==> config.mk <==
export PLATFORM = sky130hd
export DESIGN_NAME = adc_sequencer_control_regs
export DESIGN_NICKNAME = d
export VERILOG_FILES = /design/src/rtl/adc_seq_pkg.sv /design/src/rtl/guard_check.sv /design/src/rtl/adc_sequencer_control_regs.sv
export SDC_FILE = /design/constraint.sdc
export NUM_CORES = 1
export LEC_CHECK = 0
export BUFFER_PORTS_ARGS = -buffer_cell sky130_fd_sc_hd__buf_2
export CORE_MARGIN = 2
export CORE_UTILIZATION = 48
export DETAILED_ROUTE_END_ITERATION = 6
export GPL_TIMING_DRIVEN = 1
export PLACE_DENSITY_LB_ADDON = 0.2
export SYNTH_ARGS = -nofsm -noshare
export SYNTH_HDL_FRONTEND = slang
export SYNTH_SLANG_ARGS = --single-unit
export TNS_END_PERCENT = 30
==> constraint.sdc <==
create_clock -name core_clk -period 3.25 [get_ports core_clk]
set_input_delay 0.975 -clock core_clk [delete_from_list [all_inputs] [get_ports core_clk]]
set_output_delay 0.975 -clock core_clk [all_outputs]
set_load 0.01 [all_outputs]
==> src/rtl/adc_seq_pkg.sv <==
package adc_seq_pkg;

    // register bus geometry
    localparam int ADDR_W = 8;
    localparam int BUS_W = 32;
    localparam int RESULT_W = 12;
    localparam int CHAN_W = 5;

    // byte offsets
    localparam logic [ADDR_W-1:0] OFS_STATUS = 8'h00;
    localparam logic [ADDR_W-1:0] OFS_CONTROL_ONE = 8'h04;
    localparam logic [ADDR_W-1:0] OFS_CONTROL_TWO = 8'h08;
    localparam logic [ADDR_W-1:0] OFS_GUARD_LOW = 8'h24;
    localparam logic [ADDR_W-1:0] OFS_GUARD_HIGH = 8'h28;
    localparam logic [ADDR_W-1:0] OFS_DATA = 8'h4C;

    // reset values
    localparam logic [BUS_W-1:0] RST_CONTROL_ONE = 32'h0000_0000;
    localparam logic [BUS_W-1:0] RST_CONTROL_TWO = 32'h0000_0000;
    localparam logic [2:0] RST_STATUS = 3'h0;
    localparam logic [RESULT_W-1:0] RST_GUARD_LOW = 12'h000;
    localparam logic [RESULT_W-1:0] RST_GUARD_HIGH = 12'hFFF;
    localparam logic [RESULT_W-1:0] RST_DATA = 12'h000;

    // writable bits; everything else reads zero
    localparam logic [BUS_W-1:0] CONTROL_ONE_MASK = 32'h00CF_FFFF;
    localparam logic [BUS_W-1:0] CONTROL_ONE_SEC_MASK = 32'h00C0_FFFF;
    localparam logic [BUS_W-1:0] CONTROL_TWO_MASK = 32'h00FE_F90F;

    // control one field positions
    localparam int POS_REGULAR_GUARD_ENABLE = 23;
    localparam int POS_INJECTED_GUARD_ENABLE = 22;
    localparam int POS_PAIR_MODE_LO = 16;
    localparam int POS_SPLIT_COUNT_LO = 13;
    localparam int POS_INJECTED_SPLIT_ENABLE = 12;
    localparam int POS_REGULAR_SPLIT_ENABLE = 11;
    localparam int POS_AUTO_INJECTED = 10;
    localparam int POS_GUARD_SINGLE_CHANNEL = 9;
    localparam int POS_SCAN_ENABLE = 8;
    localparam int POS_INJECTED_DONE_IRQ_ENABLE = 7;
    localparam int POS_GUARD_IRQ_ENABLE = 6;
    localparam int POS_CONV_DONE_IRQ_ENABLE = 5;
    localparam int POS_GUARD_CHANNEL_LO = 0;

    // status flag positions
    localparam int POS_GUARD_EVENT_FLAG = 0;
    localparam int POS_CONV_DONE_FLAG = 1;
    localparam int POS_INJECTED_DONE_FLAG = 2;

    // pair mode codes
    localparam logic [3:0] PAIR_INDEPENDENT = 4'h0;
    localparam logic [3:0] PAIR_REG_SIM_INJ_SIM = 4'h1;
    localparam logic [3:0] PAIR_REG_SIM_ALT_TRIG = 4'h2;
    localparam logic [3:0] PAIR_INJ_SIM_FAST_IL = 4'h3;
    localparam logic [3:0] PAIR_INJ_SIM_SLOW_IL = 4'h4;
    localparam logic [3:0] PAIR_INJ_SIM_ONLY = 4'h5;
    localparam logic [3:0] PAIR_REG_SIM_ONLY = 4'h6;
    localparam logic [3:0] PAIR_FAST_IL_ONLY = 4'h7;
    localparam logic [3:0] PAIR_SLOW_IL_ONLY = 4'h8;
    localparam logic [3:0] PAIR_ALT_TRIG_ONLY = 4'h9;

    localparam logic [CHAN_W-1:0] GUARD_CHANNEL_MAX = 5'h11;

    typedef struct packed {
        logic done;
        logic injected;
        logic last;
        logic [CHAN_W-1:0] channel;
        logic [RESULT_W-1:0] value;
    } conv_result_t;

    typedef struct packed {
        logic [3:0] pair_mode;
        logic regular_split_enable;
        logic injected_split_enable;
        logic [3:0] split_channel_count;
        logic auto_injected_after_regular;
        logic scan_enable;
    } seq_cfg_t;

    typedef struct packed {
        logic regular_guard_enable;
        logic injected_guard_enable;
        logic guard_single_channel;
        logic [CHAN_W-1:0] guard_channel_select;
        logic [RESULT_W-1:0] low;
        logic [RESULT_W-1:0] high;
    } guard_cfg_t;

endpackage

==> src/rtl/guard_check.sv <==
module guard_check (
    // conversion under test
    input wire adc_seq_pkg::conv_result_t result,
    // guard settings
    input wire adc_seq_pkg::guard_cfg_t cfg,
    // outcome
    output logic hit
);
    import adc_seq_pkg::*;

    logic group_on;
    logic channel_on;
    logic outside;

    always_comb begin
        group_on = result.injected ? cfg.injected_guard_enable // (RULE2)
                                   : cfg.regular_guard_enable; // (RULE1)
        // reserved channel codes never match a real channel
        channel_on = !cfg.guard_single_channel
                     || (result.channel == cfg.guard_channel_select
                         && cfg.guard_channel_select <= GUARD_CHANNEL_MAX); // (RULE10) (RULE17)
        outside = (result.value < cfg.low) || (result.value > cfg.high); // (RULE21)
        hit = result.done && group_on && channel_on && outside;
    end

endmodule

==> src/rtl/adc_sequencer_control_regs.sv <==
// Summary of operation
// (RULE1) regular watchdog enable bit 23 checks regulars
// (RULE2) injected watchdog enable bit 22 checks injected
// (RULE3) bits 19:16 select pair operating mode
// (RULE4) pair mode exists only in master instance
// (RULE5) software disables pair mode before reconfiguring
// (RULE6) split count field 15:13 gives value plus one
// (RULE7) bit 12 enables injected group splitting
// (RULE8) bit 11 enables regular group splitting
// (RULE9) bit 10 starts injected after regular completes
// (RULE10) bit 9 guards single selected channel only
// (RULE11) bit 8 enables scan of sequence lists
// (RULE12) scan raises done only after last channel
// (RULE13) bit 7 enables injected done interrupt
// (RULE14) bit 6 enables watchdog interrupt
// (RULE15) scan aborted on crossing only if bit 6
// (RULE16) bit 5 enables conversion done interrupt
// (RULE17) bits 4:0 pick guarded channel 0..17
// (RULE18) software writes zero to reserved bits
// (RULE19) done flag set on group end, cleared twice
// (RULE20) injected done flag set after whole group
// (RULE21) watchdog flag set outside thresholds
// (RULE22) interrupt high while enabled flag set
// (RULE23) reserved control bits ignore writes, read zero
//
// The Avalon-MM slave port was chosen for this implementation.
module adc_sequencer_control_regs #(
    parameter bit IS_MASTER = 1'b1,
    parameter int CHANNELS = 18
) (
    // clock and reset
    input wire logic core_clk,
    input wire logic rst_n,
    // avalon-mm slave
    input wire logic [adc_seq_pkg::ADDR_W-1:0] avs_address,
    input wire logic avs_read,
    input wire logic avs_write,
    input wire logic [adc_seq_pkg::BUS_W-1:0] avs_writedata,
    input wire logic [3:0] avs_byteenable,
    output logic [adc_seq_pkg::BUS_W-1:0] avs_readdata,
    output logic avs_waitrequest,
    // converter sequencer
    input wire adc_seq_pkg::conv_result_t conv_result,
    output adc_seq_pkg::seq_cfg_t seq_cfg,
    output logic [adc_seq_pkg::BUS_W-1:0] control_two_bits,
    output logic scan_abort,
    output logic injected_auto_start,
    // interrupt
    output logic irq
);
    import adc_seq_pkg::*;

    if (CHANNELS < 1 || CHANNELS > 32) begin : g_bad_channels
        $error("CHANNELS must lie between 1 and 32");
    end

    typedef enum logic [1:0] {
        BUS_IDLE = 2'b01,
        BUS_ANSWER = 2'b10
    } bus_state_t;

    function automatic logic [BUS_W-1:0] lane_mask(input logic [3:0] be);
        logic [BUS_W-1:0] m;
        m = '0;
        for (int i = 0; i < 4; i++) begin
            m[i*8 +: 8] = {8{be[i]}};
        end
        return m;
    endfunction

    function automatic logic [BUS_W-1:0] merge(input logic [BUS_W-1:0] old_val,
                                               input logic [BUS_W-1:0] new_val,
                                               input logic [3:0] be,
                                               input logic [BUS_W-1:0] keep);
        logic [BUS_W-1:0] m;
        m = lane_mask(be);
        return ((old_val & ~m) | (new_val & m)) & keep;
    endfunction

    // the first stage is read only by the second
    logic [1:0] rst_sync_reg;
    logic rst_core_n;

    always_ff @(posedge core_clk or negedge rst_n) begin
        if (!rst_n) begin
            rst_sync_reg <= 2'b00;
        end else begin
            rst_sync_reg <= {rst_sync_reg[0], 1'b1};
        end
    end

    assign rst_core_n = rst_sync_reg[1];

    // secondaries hide pair mode
    localparam logic [BUS_W-1:0] ONE_KEEP = IS_MASTER ? CONTROL_ONE_MASK
                                                      : CONTROL_ONE_SEC_MASK; // (RULE4) (RULE23)

    bus_state_t bus_state_reg, bus_state_next;
    logic [BUS_W-1:0] readdata_reg, readdata_next;
    logic [BUS_W-1:0] control_one_reg, control_one_next;
    logic [BUS_W-1:0] control_two_reg, control_two_next;
    logic [2:0] status_reg, status_next;
    logic [RESULT_W-1:0] guard_low_reg, guard_low_next;
    logic [RESULT_W-1:0] guard_high_reg, guard_high_next;
    logic [RESULT_W-1:0] data_reg, data_next;
    logic scan_abort_reg, scan_abort_next;
    logic auto_start_reg, auto_start_next;

    logic request;
    logic take;
    logic take_write;
    logic take_read;
    logic [ADDR_W-1:0] word_addr;
    logic [2:0] flag_set;
    logic [2:0] flag_clear;
    logic [2:0] flag_enable;
    logic guard_hit;
    logic group_end;
    guard_cfg_t guard_cfg;

    assign request = avs_read || avs_write;
    assign word_addr = {avs_address[ADDR_W-1:2], 2'b00};
    // one wait cycle, then the request is taken
    assign take = request && (bus_state_reg == BUS_ANSWER);
    assign take_write = take && avs_write;
    assign take_read = take && avs_read;
    assign avs_waitrequest = request && (bus_state_reg != BUS_ANSWER);
    assign avs_readdata = readdata_reg;

    always_comb begin
        guard_cfg.regular_guard_enable = control_one_reg[POS_REGULAR_GUARD_ENABLE]; // (RULE1)
        guard_cfg.injected_guard_enable = control_one_reg[POS_INJECTED_GUARD_ENABLE]; // (RULE2)
        guard_cfg.guard_single_channel = control_one_reg[POS_GUARD_SINGLE_CHANNEL]; // (RULE10)
        guard_cfg.guard_channel_select =
            control_one_reg[POS_GUARD_CHANNEL_LO +: CHAN_W]; // (RULE17)
        guard_cfg.low = guard_low_reg;
        guard_cfg.high = guard_high_reg;
    end

    guard_check u_guard_check (
        .result(conv_result),
        .cfg(guard_cfg),
        .hit(guard_hit)
    );

    // bus state and read data
    always_comb begin
        bus_state_next = bus_state_reg;
        readdata_next = readdata_reg;
        case (bus_state_reg)
            BUS_IDLE: begin
                if (request) begin
                    bus_state_next = BUS_ANSWER;
                    readdata_next = '0;
                    if (avs_read) begin
                        case (word_addr)
                            OFS_STATUS: readdata_next = {29'h0, status_reg};
                            OFS_CONTROL_ONE: readdata_next = control_one_reg; // (RULE23)
                            OFS_CONTROL_TWO: readdata_next = control_two_reg; // (RULE23)
                            OFS_GUARD_LOW: readdata_next = {20'h0, guard_low_reg};
                            OFS_GUARD_HIGH: readdata_next = {20'h0, guard_high_reg};
                            OFS_DATA: readdata_next = {20'h0, data_reg};
                            default: readdata_next = '0;
                        endcase
                    end
                end
            end
            BUS_ANSWER: begin
                bus_state_next = BUS_IDLE;
            end
            default: begin
                bus_state_next = BUS_IDLE;
            end
        endcase
    end

    always_ff @(posedge core_clk or negedge rst_core_n) begin
        if (!rst_core_n) begin
            bus_state_reg <= BUS_IDLE;
            readdata_reg <= '0;
        end else begin
            bus_state_reg <= bus_state_next;
            readdata_reg <= readdata_next;
        end
    end

    // control and threshold registers
    always_comb begin
        control_one_next = control_one_reg;
        control_two_next = control_two_reg;
        guard_low_next = guard_low_reg;
        guard_high_next = guard_high_reg;
        if (take_write) begin
            case (word_addr)
                OFS_CONTROL_ONE: begin
                    control_one_next = merge(control_one_reg, avs_writedata,
                                             avs_byteenable, ONE_KEEP); // (RULE23)
                end
                OFS_CONTROL_TWO: begin
                    control_two_next = merge(control_two_reg, avs_writedata,
                                             avs_byteenable, CONTROL_TWO_MASK); // (RULE23)
                end
                OFS_GUARD_LOW: begin
                    guard_low_next = RESULT_W'(merge({20'h0, guard_low_reg}, avs_writedata,
                                                     avs_byteenable, 32'h0000_0FFF));
                end
                OFS_GUARD_HIGH: begin
                    guard_high_next = RESULT_W'(merge({20'h0, guard_high_reg}, avs_writedata,
                                                      avs_byteenable, 32'h0000_0FFF));
                end
                default: begin
                end
            endcase
        end
    end

    always_ff @(posedge core_clk or negedge rst_core_n) begin
        if (!rst_core_n) begin
            control_one_reg <= RST_CONTROL_ONE;
            control_two_reg <= RST_CONTROL_TWO;
            guard_low_reg <= RST_GUARD_LOW;
            guard_high_reg <= RST_GUARD_HIGH;
        end else begin
            control_one_reg <= control_one_next;
            control_two_reg <= control_two_next;
            guard_low_reg <= guard_low_next;
            guard_high_reg <= guard_high_next;
        end
    end

    // status flags, data and sequencer pulses
    always_comb begin
        // without scan every conversion is a whole group
        group_end = conv_result.done
                    && (!control_one_reg[POS_SCAN_ENABLE] || conv_result.last); // (RULE12)
        flag_set = '0;
        flag_set[POS_CONV_DONE_FLAG] = group_end; // (RULE19)
        flag_set[POS_INJECTED_DONE_FLAG] = group_end && conv_result.injected; // (RULE20)
        flag_set[POS_GUARD_EVENT_FLAG] = guard_hit; // (RULE21)

        // write zero clears, one keeps
        flag_clear = '0;
        if (take_write && word_addr == OFS_STATUS && avs_byteenable[0]) begin
            flag_clear = ~avs_writedata[2:0];
        end
        if (take_read && word_addr == OFS_DATA) begin
            flag_clear[POS_CONV_DONE_FLAG] = 1'b1; // (RULE19)
        end
        // a flag set in the clearing cycle survives
        status_next = (status_reg & ~flag_clear) | flag_set;

        data_next = conv_result.done ? conv_result.value : data_reg;

        // only an enabled guard irq stops a scan
        scan_abort_next = guard_hit && control_one_reg[POS_SCAN_ENABLE]
                          && control_one_reg[POS_GUARD_IRQ_ENABLE]; // (RULE15)
        auto_start_next = group_end && !conv_result.injected
                          && control_one_reg[POS_AUTO_INJECTED]; // (RULE9)
    end

    always_ff @(posedge core_clk or negedge rst_core_n) begin
        if (!rst_core_n) begin
            status_reg <= RST_STATUS;
            data_reg <= RST_DATA;
            scan_abort_reg <= 1'b0;
            auto_start_reg <= 1'b0;
        end else begin
            status_reg <= status_next;
            data_reg <= data_next;
            scan_abort_reg <= scan_abort_next;
            auto_start_reg <= auto_start_next;
        end
    end

    assign scan_abort = scan_abort_reg;
    assign injected_auto_start = auto_start_reg;

    always_comb begin
        flag_enable = '0;
        flag_enable[POS_CONV_DONE_FLAG] = control_one_reg[POS_CONV_DONE_IRQ_ENABLE]; // (RULE16)
        flag_enable[POS_INJECTED_DONE_FLAG] =
            control_one_reg[POS_INJECTED_DONE_IRQ_ENABLE]; // (RULE13)
        flag_enable[POS_GUARD_EVENT_FLAG] = control_one_reg[POS_GUARD_IRQ_ENABLE]; // (RULE14)
    end

    // level, drops once no enabled flag is set
    assign irq = |(status_reg & flag_enable); // (RULE22)

    // configuration handed to the sequencer
    always_comb begin
        // undefined codes act as independent
        if (control_one_reg[POS_PAIR_MODE_LO +: 4] > PAIR_ALT_TRIG_ONLY) begin
            seq_cfg.pair_mode = PAIR_INDEPENDENT;
        end else begin
            seq_cfg.pair_mode = control_one_reg[POS_PAIR_MODE_LO +: 4]; // (RULE3) (RULE4)
        end
        seq_cfg.regular_split_enable = control_one_reg[POS_REGULAR_SPLIT_ENABLE]; // (RULE8)
        seq_cfg.injected_split_enable = control_one_reg[POS_INJECTED_SPLIT_ENABLE]; // (RULE7)
        seq_cfg.split_channel_count =
            {1'b0, control_one_reg[POS_SPLIT_COUNT_LO +: 3]} + 4'h1; // (RULE6)
        seq_cfg.auto_injected_after_regular = control_one_reg[POS_AUTO_INJECTED]; // (RULE9)
        seq_cfg.scan_enable = control_one_reg[POS_SCAN_ENABLE]; // (RULE11)
    end

    assign control_two_bits = control_two_reg;

endmodule

======== Yosys cells after proc, flatten, opt, wreduce, memory -nomap -nowiden ========
Index checks and enable logic that the tools add are counted.
word-level totals
  bits in registers ....................... 116
  latch bits .............................. 0
  RAM bits ................................ 0
  bits in read-only memories .............. 0
  bits of input ports ..................... 68
  memories ................................ 0
cells by class
  $add $sub $neg .......................... 1
  multipliers ............................. 0
  divide/modulo/power cells ............... 0
  order comparisons ....................... 4
  equality and inequality tests ........... 10
  shift-type cells ........................ 0
  muxes and demuxes ....................... 8
  bitwise gates (word level) .............. 15
  reduce and logical (&&, ||, !) cells .... 31
operators by type and width
  kind                                                                   number
  24-bit case mux with 6 select lines                                    1
  24-bit bitwise AND                                                     3
  24-bit OR                                                              2
  12-bit bitwise AND                                                     2
  24-bit two-way mux                                                     1
  24-bit inverter                                                        1
  12-bit OR                                                              2
  1-bit logical AND                                                      17
  6-bit by 4-bit equality test with 1-bit output, second input constant  2
  12-bit greater-than comparator                                         1
  12-bit less-than comparator                                            1
  2-bit AND reduction                                                    5
  8-bit zero test                                                        1
  3-bit bitwise AND                                                      2
  6-bit by 1-bit equality test with 1-bit output, second input constant  1
  6-bit by 2-bit equality test with 1-bit output, second input constant  1
  6-bit by 5-bit equality test with 1-bit output, second input constant  1
  3-bit inverter                                                         2
  5-bit equality test                                                    1
  5-bit less-or-equal comparator, second input constant                  1
  3-bit by 1-bit adder with 4-bit output, second input constant          1
  4-bit greater-than comparator, second input constant                   1
  1-bit logical OR                                                       4
  2-bit two-way mux                                                      2
  9 further kinds                                                        13

======== Depth between registers and ports, before layout ========
  depth in word-level cells ............... 10
  gate-level depth with buffers ........... 8

======== Modules after synthesis ========
From an unflattened synthesis, not the netlist that was laid out.
unflattened totals
  cell total of the unflattened synthesis .. 493
  area total of the unflattened synthesis .. 5631.7 µm²
by module, submodules not included
  module                      instances  cells an instance  area an instance (µm²)  seq. area each (µm²)
  adc_sequencer_control_regs  1          400                4967.3                  2718.9
  guard_check                 1          93                 664.4                   0.0

======== Least setup slack after synthesis ========
Ideal clock, no wire load.
  path kind ............................... input to register
  start ................................... input port avs_address[3] (netlist name)
  end ..................................... register (tool-made name)
  arrival time ............................ 2133 ps
  data required time ...................... 3125 ps
  setup slack ............................. 992 ps
  stages on the path ...................... 7
  path buffers ............................ 2
  cell sequence ........................... buf_6 nor2b_1 nand2_1 nor2_1 and2_1 buf_2 mux2_2
RTL lines
  item             line                              RTL
  start, declared  adc_sequencer_control_regs.sv:35  input wire logic [adc_seq_pkg::ADDR_W-1:0] avs_address,

==> metrics.txt <==
f_max 0.388 GHz; placeable core region 0.0109 sq mm; hold violation total from the final report 0; DR iter-0 viols 270; Slew HR 0.388; Unique masters post-synth 50; instance area at placement 0.00604 sq mm; final HPWL from detailed placement 9550 um; unrepaired setup endpoints after global routing no; Slew Limit Fails 0; synthesized flop and latch total 108; Boundary Pins 148; final worst path period share 0.793; Clock Root Buffer clkbuf_16; CTS hold repair buffers 0; worst min-delay path startpoint rst_sync_reg[0]$_DFF_PN0_; number of buffers added by the clock tree synthesis step 9; result of the run finished, final reports clean; Die Ht 110 um; mapped cell area 0.00543 sq mm; number of buffers and inverters on the critical path 2; overall die area 0.0122 sq mm; post-detailed-route via-to-cell ratio 5.52; Synth Flop Type dfrtp_1; maximum count of clock buffers along a single path 2; average size of a mapped cell 11.8 sq um; Fin Clk Skew 0.0119 ns; DR vias 3964; number of buffers added for setup after CTS 0; internal power of the cells 0.00207 W; synthesized netlist cell count 460; Final setup violation count 0; family with the most delay on the worst path simple AND/OR/NAND/NOR gates; Worst-path clk slew 0.07 ns; number of antenna violations at the first check in global routing 0; global placement routability congestion 0.822; Required @ worst endpoint 3.48 ns; Worst Tran Pin Value 0.918 ns; launch point of the worst path avs_address[4]; total inserted antenna cells 0; async set-or-reset flop fraction in the synthesized netlist 1.00; width of the die 110 um; beginning of the worst register-to-register path bus_state_reg[0]$_DFFE_PN1P_; Setup TNS Final 0 ns; tightest hold margin 0.360 ns; clock network fraction of design power 0.363; leading cell types in the layout, fill and taps excluded buf_2, dfrtp_1, mux2_2, inv_1, nand2_1; post-layout net count 665; Finished Cell Area 0.00632 sq mm; critical path fanouts, max 13; post-detailed-route DRC marker count 0; master of the slowest instance on the critical path and2_1; drt wl/cell 18.3 um; reported max-cap violation count 0; H-tree lvl count 3; total gr overflow 0; Min-Delay Path Class reg -> reg; Area Growth Syn to Fin 16.4%; Seq/Total Area, Yosys 0.501; type of element launching the critical path primary input; number of gates resized after CTS 0; proportion of total power due to net switching 0.274; count of synthesis-stage warnings from yosys 0; proportion of power drawn by combinational gates 0.125; number of global-route vias before repair 3848; port bufs 113; worst path cell trace buf_2 > nor3_4 > nand2_1 > nor2_1 > buf_4 > and2_1 > mux2_2; num rows 38; proportion of power drawn by flip-flops and latches 0.513; fraction of final layout cells sized beyond drive strength 1 0.398; net switching component of the power 0.000784 W; first-pass detailed-route iteration total 7; Layout Utilization 0.578; arrival time worst endpoint 2.81 ns; remaining antenna violation count 0; initial core utilization 0.496; critical path start-end classification in -> reg; PD cells 452 mW/mm^2; clock sink total 108; EDFF count, synth 0; Post-Route WL 13200 um; clock tree from TritonCTS done; slowest stage delay, CP 0.49 ns; most frequent standard cell in the layout excluding fill and tap cells buf_2; first-pass GRT wire length 20400 um; Worst Setup End Kind flop; leakage power 3.24 nW; maximum ir drop on the vdd rail 0.247 mV; maximum number of pins on one net before global-route repair 73; shortest period the worst path allows 2.58 ns; clock latency on the worst-skew pair 0.35 ns; Total GRT Usage 0.225
## worst paths after layout
kind | end | slack [ns] | cells past startpoint
worst max-delay path | flop | 0.67 | 7
worst min-delay path | rst_sync_reg[1]$_DFF_PN0_ | 0.36 | 0
worst max register to register | avs_readdata[3]$_DFFE_PN0P_ | 1.12 | 5
worst min register to register | rst_sync_reg[1]$_DFF_PN0_ | 0.36 | 0
max in group asynchronous | asynchronous set/reset pin | 1.89 | 1
min in group asynchronous | rst_sync_reg[1]$_DFF_PN0_ | 0.39 | 1
## synthesized netlist by cell type (2+ instances only)
cell type | count | area, sq um
clkbuf_1 | 4 | 15.0
a21oi_1 | 15 | 75.1
buf_4 | 29 | 218
nor2b_1 | 7 | 43.8
nor3_2 | 3 | 30.0
a22oi_1 | 4 | 30.0
mux2i_1 | 6 | 60.1
nand3_1 | 2 | 10.0
o21ai_0 | 15 | 75.1
nor3_1 | 3 | 15.0
nand2_1 | 26 | 97.6
nor3b_1 | 2 | 15.0
inv_1 | 36 | 135
nand4_1 | 6 | 37.5
ha_1 | 24 | 300
o22ai_1 | 3 | 18.8
a22o_1 | 9 | 78.8
dfstp_2 | 13 | 342
and2_1 | 4 | 25.0
mux2_2 | 68 | 766
xor2_1 | 2 | 17.5
buf_2 | 7 | 35.0
o211ai_1 | 4 | 30.0
xnor2_1 | 3 | 26.3
a21o_1 | 5 | 37.5
dfrtp_1 | 95 | 2380
nor2_1 | 5 | 18.8
conb_1 | 2 | 7.51
a222oi_1 | 12 | 120
o21ai_1 | 8 | 40.0
a221oi_1 | 10 | 87.6
and3_1 | 6 | 37.5
mux2_1 | 5 | 56.3
## per-layer routing
metal	track usage	vias to the layer above	routed length [um]
met2	0.353	154	6090
met3	0.0364	13	878
met1	0.323	1956	5980
met4	0.0661	0	218
li1	-	1841	-
met5	0	-	0
## cell families (layout without fill, tap and decap cells)
family / after synthesis / after routing / synth area share
flops: 108 / 108 / 0.501
compound gates: 89 / 89 / 0.116
mux: 79 / 79 / 0.162
buf+inv: 78 / 174 / 0.0774
simple gates: 75 / 75 / 0.0788
fa+ha+maj: 24 / 24 / 0.0553
xor+xnor: 5 / 5 / 0.00807
other cells: 2 / 24 / 0.00138
## per-stage QoR
stage	setup slack [ns]	power, W	instances
final	0.674	0.00286	718
after global routing	0.609	0.00299	718
after CTS	0.725	0.00287	718
after detailed placement	0.365	0.00185	702
after global placement	0.397	0.00183	702
after floorplan	0.0414	0.00171	482
## power by group through the flow
| stage | Combinational [W] | Sequential, W | Clock [W] |
|---|---|---|---|
| after floorplan | 0.000226 | 0.00148 | 0 |
| after global placement | 0.000344 | 0.00149 | 0 |
| after detailed placement | 0.000353 | 0.00149 | 0 |
| after CTS | 0.000356 | 0.00147 | 0.00105 |
| after global routing | 0.000394 | 0.00148 | 0.00112 |
| final | 0.000357 | 0.00146 | 0.00104 |
## final cells by class
cell class,instances,area (sq um)
fill,940,4620
sequential,108,2720
multi-input combinational,296,2380
timing repair buffer,121,626
clock buffer,10,229
tap,140,175
inverter,37,141
clock inverter,6,47.5
No activity file was read; power rests on OpenSTA's default activity.
